**config.mk**
```make
export PLATFORM = sky130hd
export DESIGN_NAME = ssem_top
export DESIGN_NICKNAME = d
export VERILOG_FILES = /design/src/hdl/ssem_pkg.sv /design/src/hdl/ssem_mask_timer.sv /design/src/hdl/ssem_top.sv
export VERILOG_INCLUDE_DIRS = /design/src /design/src/hdl
export SDC_FILE = /design/constraint.sdc
export NUM_CORES = 1
export LEC_CHECK = 0
export BUFFER_PORTS_ARGS = -buffer_cell sky130_fd_sc_hd__clkbuf_2
export CAP_MARGIN = 10
export CORE_UTILIZATION = 40
export CTS_CLUSTER_SIZE = 40
export DETAILED_ROUTE_END_ITERATION = 10
export GPL_ROUTABILITY_DRIVEN = 0
export SLEW_MARGIN = 20
export SYNTH_ARGS = -nofsm -noshare
export SYNTH_HDL_FRONTEND = slang
export SYNTH_HIERARCHICAL = 1
export SYNTH_SLANG_ARGS = --single-unit
```
**constraint.sdc**
```tcl
create_clock -name pclk -period 2.08 [get_ports pclk]
set_input_delay 0 -clock pclk [delete_from_list [all_inputs] [get_ports pclk]]
set_output_delay 0 -clock pclk [all_outputs]
set_load 0.02 [all_outputs]
```
**src/hdl/ssem_defines.svh**
```systemverilog
// Constants of the supply supervisor event mask block
// Overview of operation
// - Full-performance re-enable masks events for 2 us
// - Mask length depends on the performance mode
// - Separate high and low comparator event paths
// - Unmasked detection sets the matching event flag
// - Detection raises reset only when enabled
// - Pins float while flags pending, until settled
// - Keep-on bit 0 turns comparators off deeply
// - Keep-on bit resets to zero
// - Short mask lets unsettled wake trips flag
// - Reset enables comparators without starting mask
// - Normal low side holds CPU 150 us after LPM3/LPM4 wake
`ifndef SSEM_DEFINES_SVH
`define SSEM_DEFINES_SVH

// Register byte offsets
`define SSEM_CTRL_OFS 12'h000
`define SSEM_STATUS_OFS 12'h004
`define SSEM_IEN_OFS 12'h008
`define SSEM_STATE_OFS 12'h00C

// Per-comparator control nibble: high side [3:0], low side [7:4]
`define SSEM_CFG_W 4
`define SSEM_CTRL_RESET 8'h11
`define SSEM_STATUS_RESET 2'h0
`define SSEM_IEN_RESET 2'h0

// Comparator index
`define SSEM_HIGH 0
`define SSEM_LOW 1

// Low-power mode codes
`define SSEM_LPM_ACTIVE 3'h0
`define SSEM_LPM2 3'h2
`define SSEM_LPM3 3'h3
`define SSEM_LPM4 3'h4

// Timing
`define SSEM_CLK_NS 10
`define SSEM_FP_MASK_NS 2000
`define SSEM_NM_MASK_NS 150000
`define SSEM_SETTLE_NS 10000
`define SSEM_HOLD_NS 150000
`define SSEM_FP_MASK_CYC \
    ((`SSEM_FP_MASK_NS + `SSEM_CLK_NS - 1) / `SSEM_CLK_NS)
`define SSEM_NM_MASK_CYC \
    ((`SSEM_NM_MASK_NS + `SSEM_CLK_NS - 1) / `SSEM_CLK_NS)
`define SSEM_SETTLE_CYC \
    ((`SSEM_SETTLE_NS + `SSEM_CLK_NS - 1) / `SSEM_CLK_NS)
`define SSEM_HOLD_CYC \
    ((`SSEM_HOLD_NS + `SSEM_CLK_NS - 1) / `SSEM_CLK_NS)

`endif

```
**src/hdl/ssem_pkg.sv**
```systemverilog
// Types of the supply supervisor event mask block
package ssem_pkg;

    // Control nibble of one comparator
    typedef struct packed {
        logic keep_on;
        logic full_perf;
        logic reset_enable;
        logic enable;
    } ssem_cfg_t;

    // CPU hold-off sequencer states, Gray along the path
    typedef enum logic [1:0] {
        HOLD_IDLE = 2'b00,
        HOLD_ARMED = 2'b01,
        HOLD_BUSY = 2'b11
    } ssem_hold_t;

endpackage : ssem_pkg

```
**src/hdl/ssem_mask_timer.sv**
```systemverilog
// Settling mask and settle timer for one supervisor comparator
`timescale 1ns/10ps
`include "ssem_defines.svh"

module ssem_mask_timer #(
    parameter int CW = 16,
    parameter logic [15:0] MASK_FP_CYC = 16'(`SSEM_FP_MASK_CYC),
    parameter logic [15:0] MASK_NM_CYC = 16'(`SSEM_NM_MASK_CYC),
    parameter logic [15:0] SETTLE_CYC = 16'(`SSEM_SETTLE_CYC)
) (
    input wire logic pclk,
    input wire logic presetn,
    input wire logic enabled,
    input wire logic restart,
    input wire logic full_perf,
    output logic masking,
    output logic settled
);
    logic [CW-1:0] cnt;
    logic [CW-1:0] term;
    logic armed;

    // Terminal count picked by performance mode
    assign term = full_perf ? CW'(MASK_FP_CYC)
                            : CW'(MASK_NM_CYC);

    // Settle counter, cleared on each enable
    always_ff @(posedge pclk or negedge presetn) begin
        if (!presetn) begin
            cnt <= '0;
        end else if (!enabled || restart) begin
            cnt <= '0;
        end else if (cnt != '1) begin
            cnt <= cnt + CW'(1);
        end
    end

    // Mask only runs after a real enable edge, not after reset
    always_ff @(posedge pclk or negedge presetn) begin
        if (!presetn) begin
            armed <= 1'b0;
        end else if (restart) begin
            armed <= 1'b1;
        end else if (!enabled || cnt >= term) begin
            armed <= 1'b0;
        end
    end

    // Mask window and settled state
    assign masking = armed && (cnt < term);
    assign settled = enabled && (cnt >= CW'(SETTLE_CYC));

    property p_restart_clears;
        @(posedge pclk) disable iff (!presetn)
        restart && enabled |=> cnt == '0;
    endproperty
    a_restart_clears: assert property (p_restart_clears)
        else $error("counter not cleared on enable");

    property p_fp_mask_len;
        @(posedge pclk) disable iff (!presetn)
        restart && enabled && full_perf && (MASK_FP_CYC == 16'd200)
        ##1 (enabled && full_perf) [*8] |-> masking;
    endproperty
    a_fp_mask_len: assert property (p_fp_mask_len)
        else $error("full performance mask ended early");

    property p_mask_bound;
        @(posedge pclk) disable iff (!presetn)
        $fell(masking) && $past(enabled) && $stable(full_perf)
        |-> cnt == term;
    endproperty
    a_mask_bound: assert property (p_mask_bound)
        else $error("mask active past its terminal count");

endmodule : ssem_mask_timer

```
**src/hdl/ssem_top.sv**
```systemverilog
// Supply supervisor event logic with APB registers
`timescale 1ns/10ps
`include "ssem_defines.svh"

module ssem_top
    import ssem_pkg::*;
#(
    parameter logic [15:0] MASK_NM_CYC = 16'(`SSEM_NM_MASK_CYC),
    parameter logic [15:0] SETTLE_CYC = 16'(`SSEM_SETTLE_CYC),
    parameter logic [15:0] HOLD_CYC = 16'(`SSEM_HOLD_CYC)
) (
    input wire logic pclk,
    input wire logic presetn,
    input wire logic psel,
    input wire logic penable,
    input wire logic pwrite,
    input wire logic [11:0] paddr,
    input wire logic [31:0] pwdata,
    output logic [31:0] prdata,
    output logic pready,
    output logic pslverr,
    input wire logic [1:0] cmp_trip,
    input wire logic [2:0] lp_mode,
    output logic [1:0] cmp_en,
    output logic [1:0] cmp_full_perf,
    output logic por_request,
    output logic gpio_hiz,
    output logic cpu_hold,
    output logic irq
);
    ssem_cfg_t cfg [2];
    logic [1:0] flags;
    logic [1:0] ien;
    logic [1:0] trip_meta;
    logic [1:0] trip_sync;
    logic [1:0] on_now;
    logic [1:0] restart;
    logic [1:0] masking;
    logic [1:0] settled;
    logic [1:0] detect;
    logic [1:0] read_clear;
    logic [1:0] next_flags;
    logic deep_lp;
    logic wake_from_deep;
    logic [2:0] lp_q;
    logic access;
    logic done;
    logic [31:0] rd_value;
    logic mapped;
    ssem_hold_t hold_state;
    logic [15:0] hold_cnt;
    logic first_cycle;

    // Deep low-power decode, used for entry and wake detection
    function automatic logic is_deep(input logic [2:0] mode);
        return mode == `SSEM_LPM2 || mode == `SSEM_LPM3
            || mode == `SSEM_LPM4;
    endfunction : is_deep

    // Modes in which the low side holds the CPU on wake
    function automatic logic is_lpm34(input logic [2:0] mode);
        return mode == `SSEM_LPM3 || mode == `SSEM_LPM4;
    endfunction : is_lpm34

    assign deep_lp = is_deep(lp_mode);
    assign wake_from_deep = is_deep(lp_q) && !is_deep(lp_mode);

    // Two-stage synchroniser for the analog comparator outputs
    always_ff @(posedge pclk or negedge presetn) begin
        if (!presetn) begin
            trip_meta <= 2'h0;
            trip_sync <= 2'h0;
        end else begin
            trip_meta <= cmp_trip;
            trip_sync <= trip_meta;
        end
    end

    // Previous low-power mode, to spot the wake edge
    always_ff @(posedge pclk or negedge presetn) begin
        if (!presetn) begin
            lp_q <= `SSEM_LPM_ACTIVE;
        end else begin
            lp_q <= lp_mode;
        end
    end

    // Per-comparator enable, mask timer and detection
    genvar gi;
    generate
        for (gi = 0; gi < 2; gi++) begin : g_cmp
            assign on_now[gi] = cfg[gi].enable
                && !(deep_lp && !cfg[gi].keep_on);
            assign restart[gi] = on_now[gi] && !cmp_en[gi];
            assign detect[gi] = trip_sync[gi] && cmp_en[gi]
                && !masking[gi];

            ssem_mask_timer #(
                .CW(16),
                .MASK_FP_CYC(16'(`SSEM_FP_MASK_CYC)),
                .MASK_NM_CYC(MASK_NM_CYC),
                .SETTLE_CYC(SETTLE_CYC)
            ) u_timer (
                .pclk(pclk),
                .presetn(presetn),
                .enabled(on_now[gi]),
                .restart(restart[gi]),
                .full_perf(cfg[gi].full_perf),
                .masking(masking[gi]),
                .settled(settled[gi])
            );
        end
    endgenerate

    // Comparator drive: on after reset, off in deep modes unless keep-on is set
    always_ff @(posedge pclk or negedge presetn) begin
        if (!presetn) begin
            cmp_en <= 2'h3;
            cmp_full_perf <= 2'h0;
        end else begin
            cmp_en <= on_now;
            cmp_full_perf <= {cfg[1].full_perf, cfg[0].full_perf};
        end
    end

    // APB handshake: one wait state, then ready
    assign access = psel && penable;
    assign done = access && pready;

    always_comb begin
        mapped = 1'b1;
        rd_value = 32'h0000_0000;
        case (paddr)
            `SSEM_CTRL_OFS: rd_value = {24'h000000, cfg[1], cfg[0]};
            `SSEM_STATUS_OFS: rd_value = {30'h0, flags};
            `SSEM_IEN_OFS: rd_value = {30'h0, ien};
            `SSEM_STATE_OFS: rd_value = {24'h000000, cpu_hold, gpio_hiz,
                settled, masking, cmp_en};
            default: mapped = 1'b0;
        endcase
    end

    always_ff @(posedge pclk or negedge presetn) begin
        if (!presetn) begin
            pready <= 1'b0;
            pslverr <= 1'b0;
            prdata <= 32'h0000_0000;
        end else if (access && !pready) begin
            pready <= 1'b1;
            pslverr <= !mapped;
            prdata <= pwrite ? 32'h0000_0000 : rd_value;
        end else begin
            pready <= 1'b0;
            pslverr <= 1'b0;
        end
    end

    // Control and mask registers
    always_ff @(posedge pclk or negedge presetn) begin
        if (!presetn) begin
            {cfg[1], cfg[0]} <= `SSEM_CTRL_RESET;
            ien <= `SSEM_IEN_RESET;
        end else if (done && pwrite) begin
            if (paddr == `SSEM_CTRL_OFS) begin
                {cfg[1], cfg[0]} <= pwdata[7:0];
            end
            if (paddr == `SSEM_IEN_OFS) begin
                ien <= pwdata[1:0];
            end
        end
    end

    // Event flags: read clears only the bits returned, set wins
    assign read_clear = (done && !pwrite && paddr == `SSEM_STATUS_OFS)
        ? prdata[1:0] : 2'h0;
    assign next_flags = (flags & ~read_clear) | detect;

    always_ff @(posedge pclk or negedge presetn) begin
        if (!presetn) begin
            flags <= `SSEM_STATUS_RESET;
        end else begin
            flags <= next_flags;
        end
    end

    // Reset request, interrupt and pin float
    always_ff @(posedge pclk or negedge presetn) begin
        if (!presetn) begin
            por_request <= 1'b0;
            irq <= 1'b0;
            gpio_hiz <= 1'b0;
        end else begin
            por_request <= |(detect & {cfg[1].reset_enable,
                cfg[0].reset_enable});
            irq <= |(next_flags & ien);
            gpio_hiz <= |next_flags
                && ((settled & on_now) != on_now);
        end
    end

    // CPU hold-off after LPM3 or LPM4 sleep with low side in normal mode
    always_ff @(posedge pclk or negedge presetn) begin
        if (!presetn) begin
            hold_state <= HOLD_IDLE;
            hold_cnt <= 16'h0000;
            cpu_hold <= 1'b0;
        end else begin
            case (hold_state)
                HOLD_IDLE: begin
                    if (is_lpm34(lp_mode) && cfg[`SSEM_LOW].enable
                        && !cfg[`SSEM_LOW].full_perf) begin
                        hold_state <= HOLD_ARMED;
                    end
                end
                HOLD_ARMED: begin
                    if (wake_from_deep) begin
                        hold_state <= HOLD_BUSY;
                        hold_cnt <= HOLD_CYC - 16'h0001;
                        cpu_hold <= 1'b1;
                    end
                end
                HOLD_BUSY: begin
                    if (hold_cnt == 16'h0000) begin
                        hold_state <= HOLD_IDLE;
                        cpu_hold <= 1'b0;
                    end else begin
                        hold_cnt <= hold_cnt - 16'h0001;
                    end
                end
                default: begin
                    hold_state <= HOLD_IDLE;
                    cpu_hold <= 1'b0;
                end
            endcase
        end
    end

    // First cycle after reset release, for checking
    always_ff @(posedge pclk or negedge presetn) begin
        if (!presetn) begin
            first_cycle <= 1'b1;
        end else begin
            first_cycle <= 1'b0;
        end
    end

    property p_reset_defaults;
        @(posedge pclk) disable iff (!presetn)
        first_cycle |-> !cfg[0].keep_on && !cfg[1].keep_on
            && cmp_en == 2'h3 && masking == 2'h0;
    endproperty
    a_reset_defaults: assert property (p_reset_defaults)
        else $error("wrong comparator state after reset");

    property p_flag_set;
        @(posedge pclk) disable iff (!presetn)
        detect[0] || detect[1] |=> (flags & $past(detect)) == $past(detect);
    endproperty
    a_flag_set: assert property (p_flag_set)
        else $error("detection did not set its flag");

    property p_no_event_masked;
        @(posedge pclk) disable iff (!presetn)
        $rose(flags[0]) |-> $past(trip_sync[0]) && !$past(masking[0]);
    endproperty
    a_no_event_masked: assert property (p_no_event_masked)
        else $error("high flag set while masked");

    property p_por_cause;
        @(posedge pclk) disable iff (!presetn)
        por_request |-> ($past(detect[0]) && $past(cfg[0].reset_enable))
            || ($past(detect[1]) && $past(cfg[1].reset_enable));
    endproperty
    a_por_cause: assert property (p_por_cause)
        else $error("reset request without enabled detection");

    property p_hiz_needs_flag;
        @(posedge pclk) disable iff (!presetn)
        gpio_hiz |-> flags != 2'h0;
    endproperty
    a_hiz_needs_flag: assert property (p_hiz_needs_flag)
        else $error("pins floated with no flag pending");

    property p_deep_off;
        @(posedge pclk) disable iff (!presetn)
        deep_lp && !cfg[1].keep_on |=> !cmp_en[1];
    endproperty
    a_deep_off: assert property (p_deep_off)
        else $error("low comparator left on in deep mode");

    property p_hold_len;
        @(posedge pclk) disable iff (!presetn)
        $rose(cpu_hold) |-> hold_cnt == HOLD_CYC - 16'h0001
            ##1 cpu_hold [*8];
    endproperty
    a_hold_len: assert property (p_hold_len)
        else $error("CPU hold-off too short");

    property p_irq_level;
        @(posedge pclk) disable iff (!presetn)
        ##1 irq == |($past(next_flags) & $past(ien));
    endproperty
    a_irq_level: assert property (p_irq_level)
        else $error("interrupt does not follow flags and mask");

    c_high_event: cover property (@(posedge pclk) disable iff (!presetn)
        detect[0] && cfg[0].full_perf);
    c_por: cover property (@(posedge pclk) disable iff (!presetn)
        por_request);
    c_wake_restart: cover property (@(posedge pclk) disable iff (!presetn)
        wake_from_deep && restart[1]);
    c_hold: cover property (@(posedge pclk) disable iff (!presetn)
        $fell(cpu_hold));

endmodule : ssem_top

```
==> reports/metrics.cfg <==
[synth]
ys_types = 66
yosys_warnings = 6
synth_cells = 499
synth_ff_type = dfrtp_1
seq_area_frac_synth_pct = 43.3
synth_top_cell_area_share_pct = 41.2
async_flop_share_pct = 100
synth-edff-count = 0
synth_area_per_cell_sq_um = 10.3
synth_area_leader_cell = dfrtp_1
ys_ff_latch = 89
synth.cell_area_sq_mm = 0.00516
yosys-top-cells-area = dfrtp_1, ha_1, buf_4, o21ai_0, nand2_1

[floorplan]
die_w_um = 116
die_area_sq_mm = 0.0134
coreArea_sq_mm = 0.0126
rows = 41
start_util_pct = 40.9
fp.dieH_um = 116
io_pins = 96

[critical_path]
ff2ff_path_depth = 9
critPathCaptureType = register
cp_slowest_cell = dfrtp_2
critPathKind = reg -> reg
crit_arrival_ps = 2590
critical_path_buf_inv_count = 0
start_kind = register
crit_required_ps = 2380
cp_num_cells = 9
crit_fanout = 7
cp_top_family = simple AND/OR/NAND/NOR gates
worstPathCellList = ha_4 > nand4b_1 > or3_1 > o22ai_2 > nor2_2 > and3b_2 > nor2b_2 > a21oi_2 > a22o_1
cpPeakStageDelay_ps = 510

[sta]
relSlewSlack_pct = 65.4
fin_skew_ps = 8.05
max_freq_mhz = 436
period_minus_slack_ps = 2290
slew_viol_final = 0
fin_ws_ps = -214
final_hold_viol_count = 0
holdWs_ps = 8.30
tightest_slew_ps = 515
setup_viol = 5
rsz0062_at_grt = yes
period_share_pct = 110
setup_tns_ps = -738

[clock_tree]
cts_buffer_depth = 2
cts_root_buf = clkbuf_16
clk_latency_ps = 360
cts_sinks = 89
tritoncts = yes
h-tree-depth = 3
path_clk_slew_ps = 70
numCtsBuffers = 9

[power_and_ir_drop]
combPwrFrac_pct = 5.6
power_density_mw_per_mm2 = 542
intPower_mw = 2.63
ir_drop_uv = 381
seqPwrFrac_pct = 50.2
leakage_nw = 2.91
pwr-share-clk_pct = 44.3
sw_frac_of_total_pct = 24.9
p_total_mw = 3.50
p_sw_mw = 0.874

[route]
drc = 0
wire_per_inst_um = 16.0
drt_iter0_markers = 163
antenna_left = 0
viasPerCell = 5.43
first_pass_iters = 4
drt-total-wl_um = 12700
num_vias = 4293

[grt]
grt_pass1_wl_um = 20400
antenna_found_initial = 0
grt_overflow = 0
grt_max_degree = 48
first_global_vias = 4111
track_usage_pct = 19.9

[worst_hold_path]
whs_path_depth = 3
hp-class = in -> reg

[placement]
place.port_buffers = 47
dp_hpwl_um = 9270
dp_worst_setup_slack_ps = -232

[flow_run]
cap_violations = 0

[cells_and_area]
antenna_cells = 0
fin_nets = 686
synthToLayoutAreaGrowth_pct = 25.3
num-fill-cells = 1186
layout_common_cells = dfrtp_1, buf_4, clkbuf_2, nand2_1, o21ai_0
drive_above_1_share_pct = 30.4
utilization_pct = 51.2
layout_commonest_cell = dfrtp_1

[outcome]
outcome = finished with violations
violations = setup timing

==> worst register-to-register path, delay by kind of cell, from the launching register on <==
family / cells / cell delay, ps
simple gates: 5 / 900
flops: 1 / 510
compound gates: 3 / 520
fa+ha+maj: 1 / 310
==> final timing paths <==
path                              startpoint            to  slack, ps
worst max-delay path                  cfg[6]           irq       -210
worst min-delay path                paddr[4]       pslverr          8
worst max register to register        cfg[6]           irq       -210
worst min register to register  trip_meta[0]  trip_sync[0]        350
max in group asynchronous            presetn        cfg[4]       1350
min in group asynchronous            presetn   hold_cnt[9]         90
==> power groups by stage <==
stage | registers (mW) | logic (mW) | clock network (mW)
final | 1.76 | 0.195 | 1.55
after global routing | 1.76 | 0.217 | 1.65
after CTS | 1.76 | 0.197 | 1.59
after detailed placement | 1.79 | 0.175 | 0
after global placement | 1.79 | 0.172 | 0
after floorplan | 1.79 | 0.110 | 0
==> what timing repair did <==
item	in CTS	in global routing
hold buffers	14	0
pin swaps	4	8
buffers inserted	5	3
endpoints found under the setup margin	5	15
resized for setup	4	18
endpoints found under the hold margin	100	0
==> final cells by class <==
cell class / instances / area [sq um] / area share, %
Sequential cell: 89 / 2230 / 34.6
Multi-Input combinational cell: 377 / 2850 / 44.1
Clock buffer: 9 / 225 / 3.48
Tap cell: 172 / 215 / 3.33
Clock inverter: 7 / 52.6 / 0.813
Timing Repair Buffer: 115 / 803 / 12.4
Inverter: 22 / 82.6 / 1.28
==> state kept, by name, summed over array words and instances (netlist names), 2 cells and up <==
| register | cells |
|---|---|
| lp_q | 3 |
| cmp_en | 2 |
| hold_state | 2 |
| trip_sync | 2 |
| trip_meta | 2 |
| g_cmp.u_timer/armed | 2 |
| cfg | 8 |
| g_cmp.u_timer/cnt | 32 |
| ien | 2 |
| flags | 2 |
| cmp_full_perf | 2 |
| prdata | 8 |
| hold_cnt | 16 |
==> cells by family (layout without fill, tap and decap cells) <==
group           count (synthesis)  count (layout)  synth area share [%]
buf+inv                        56             153                  6.06
flops                          89              89                  43.3
simple gates                  195             195                  25.4
mux                            23              23                  5.19
compound gates                113             113                  15.0
other cells                     1              24                0.0727
fa+ha+maj                      18              18                  4.36
xor+xnor                        4               4                 0.679
==> metal layers <==
layer	share of wire (%)	global-route usage (%)
met3	4.1	3.19
met1	47	27.0
met5	0	0
met4	1.9	9.44
met2	47	31.0
==> synthesized netlist by cell type, types with 8 or more instances <==
cell type  instances
nand4_1           13
or3_1             11
nor3_1            11
or4_1              8
nor2b_1            9
ha_1              18
a31oi_1            9
buf_4             27
a21oi_1           23
nand2_1           32
nor4_1            11
o21ai_0           27
inv_1             22
nor2_1            21
mux2_2            10
mux2i_1           11
nand3_1           16
dfrtp_1           85
==> through the flow <==
step	cell area (sq um)	cells
floorplan	5300	522
global placement	5890	754
detailed placement	5890	754
finish	6470	791
CTS	6350	788
global route	6470	791
No activity file was read; power rests on OpenSTA's default activity.
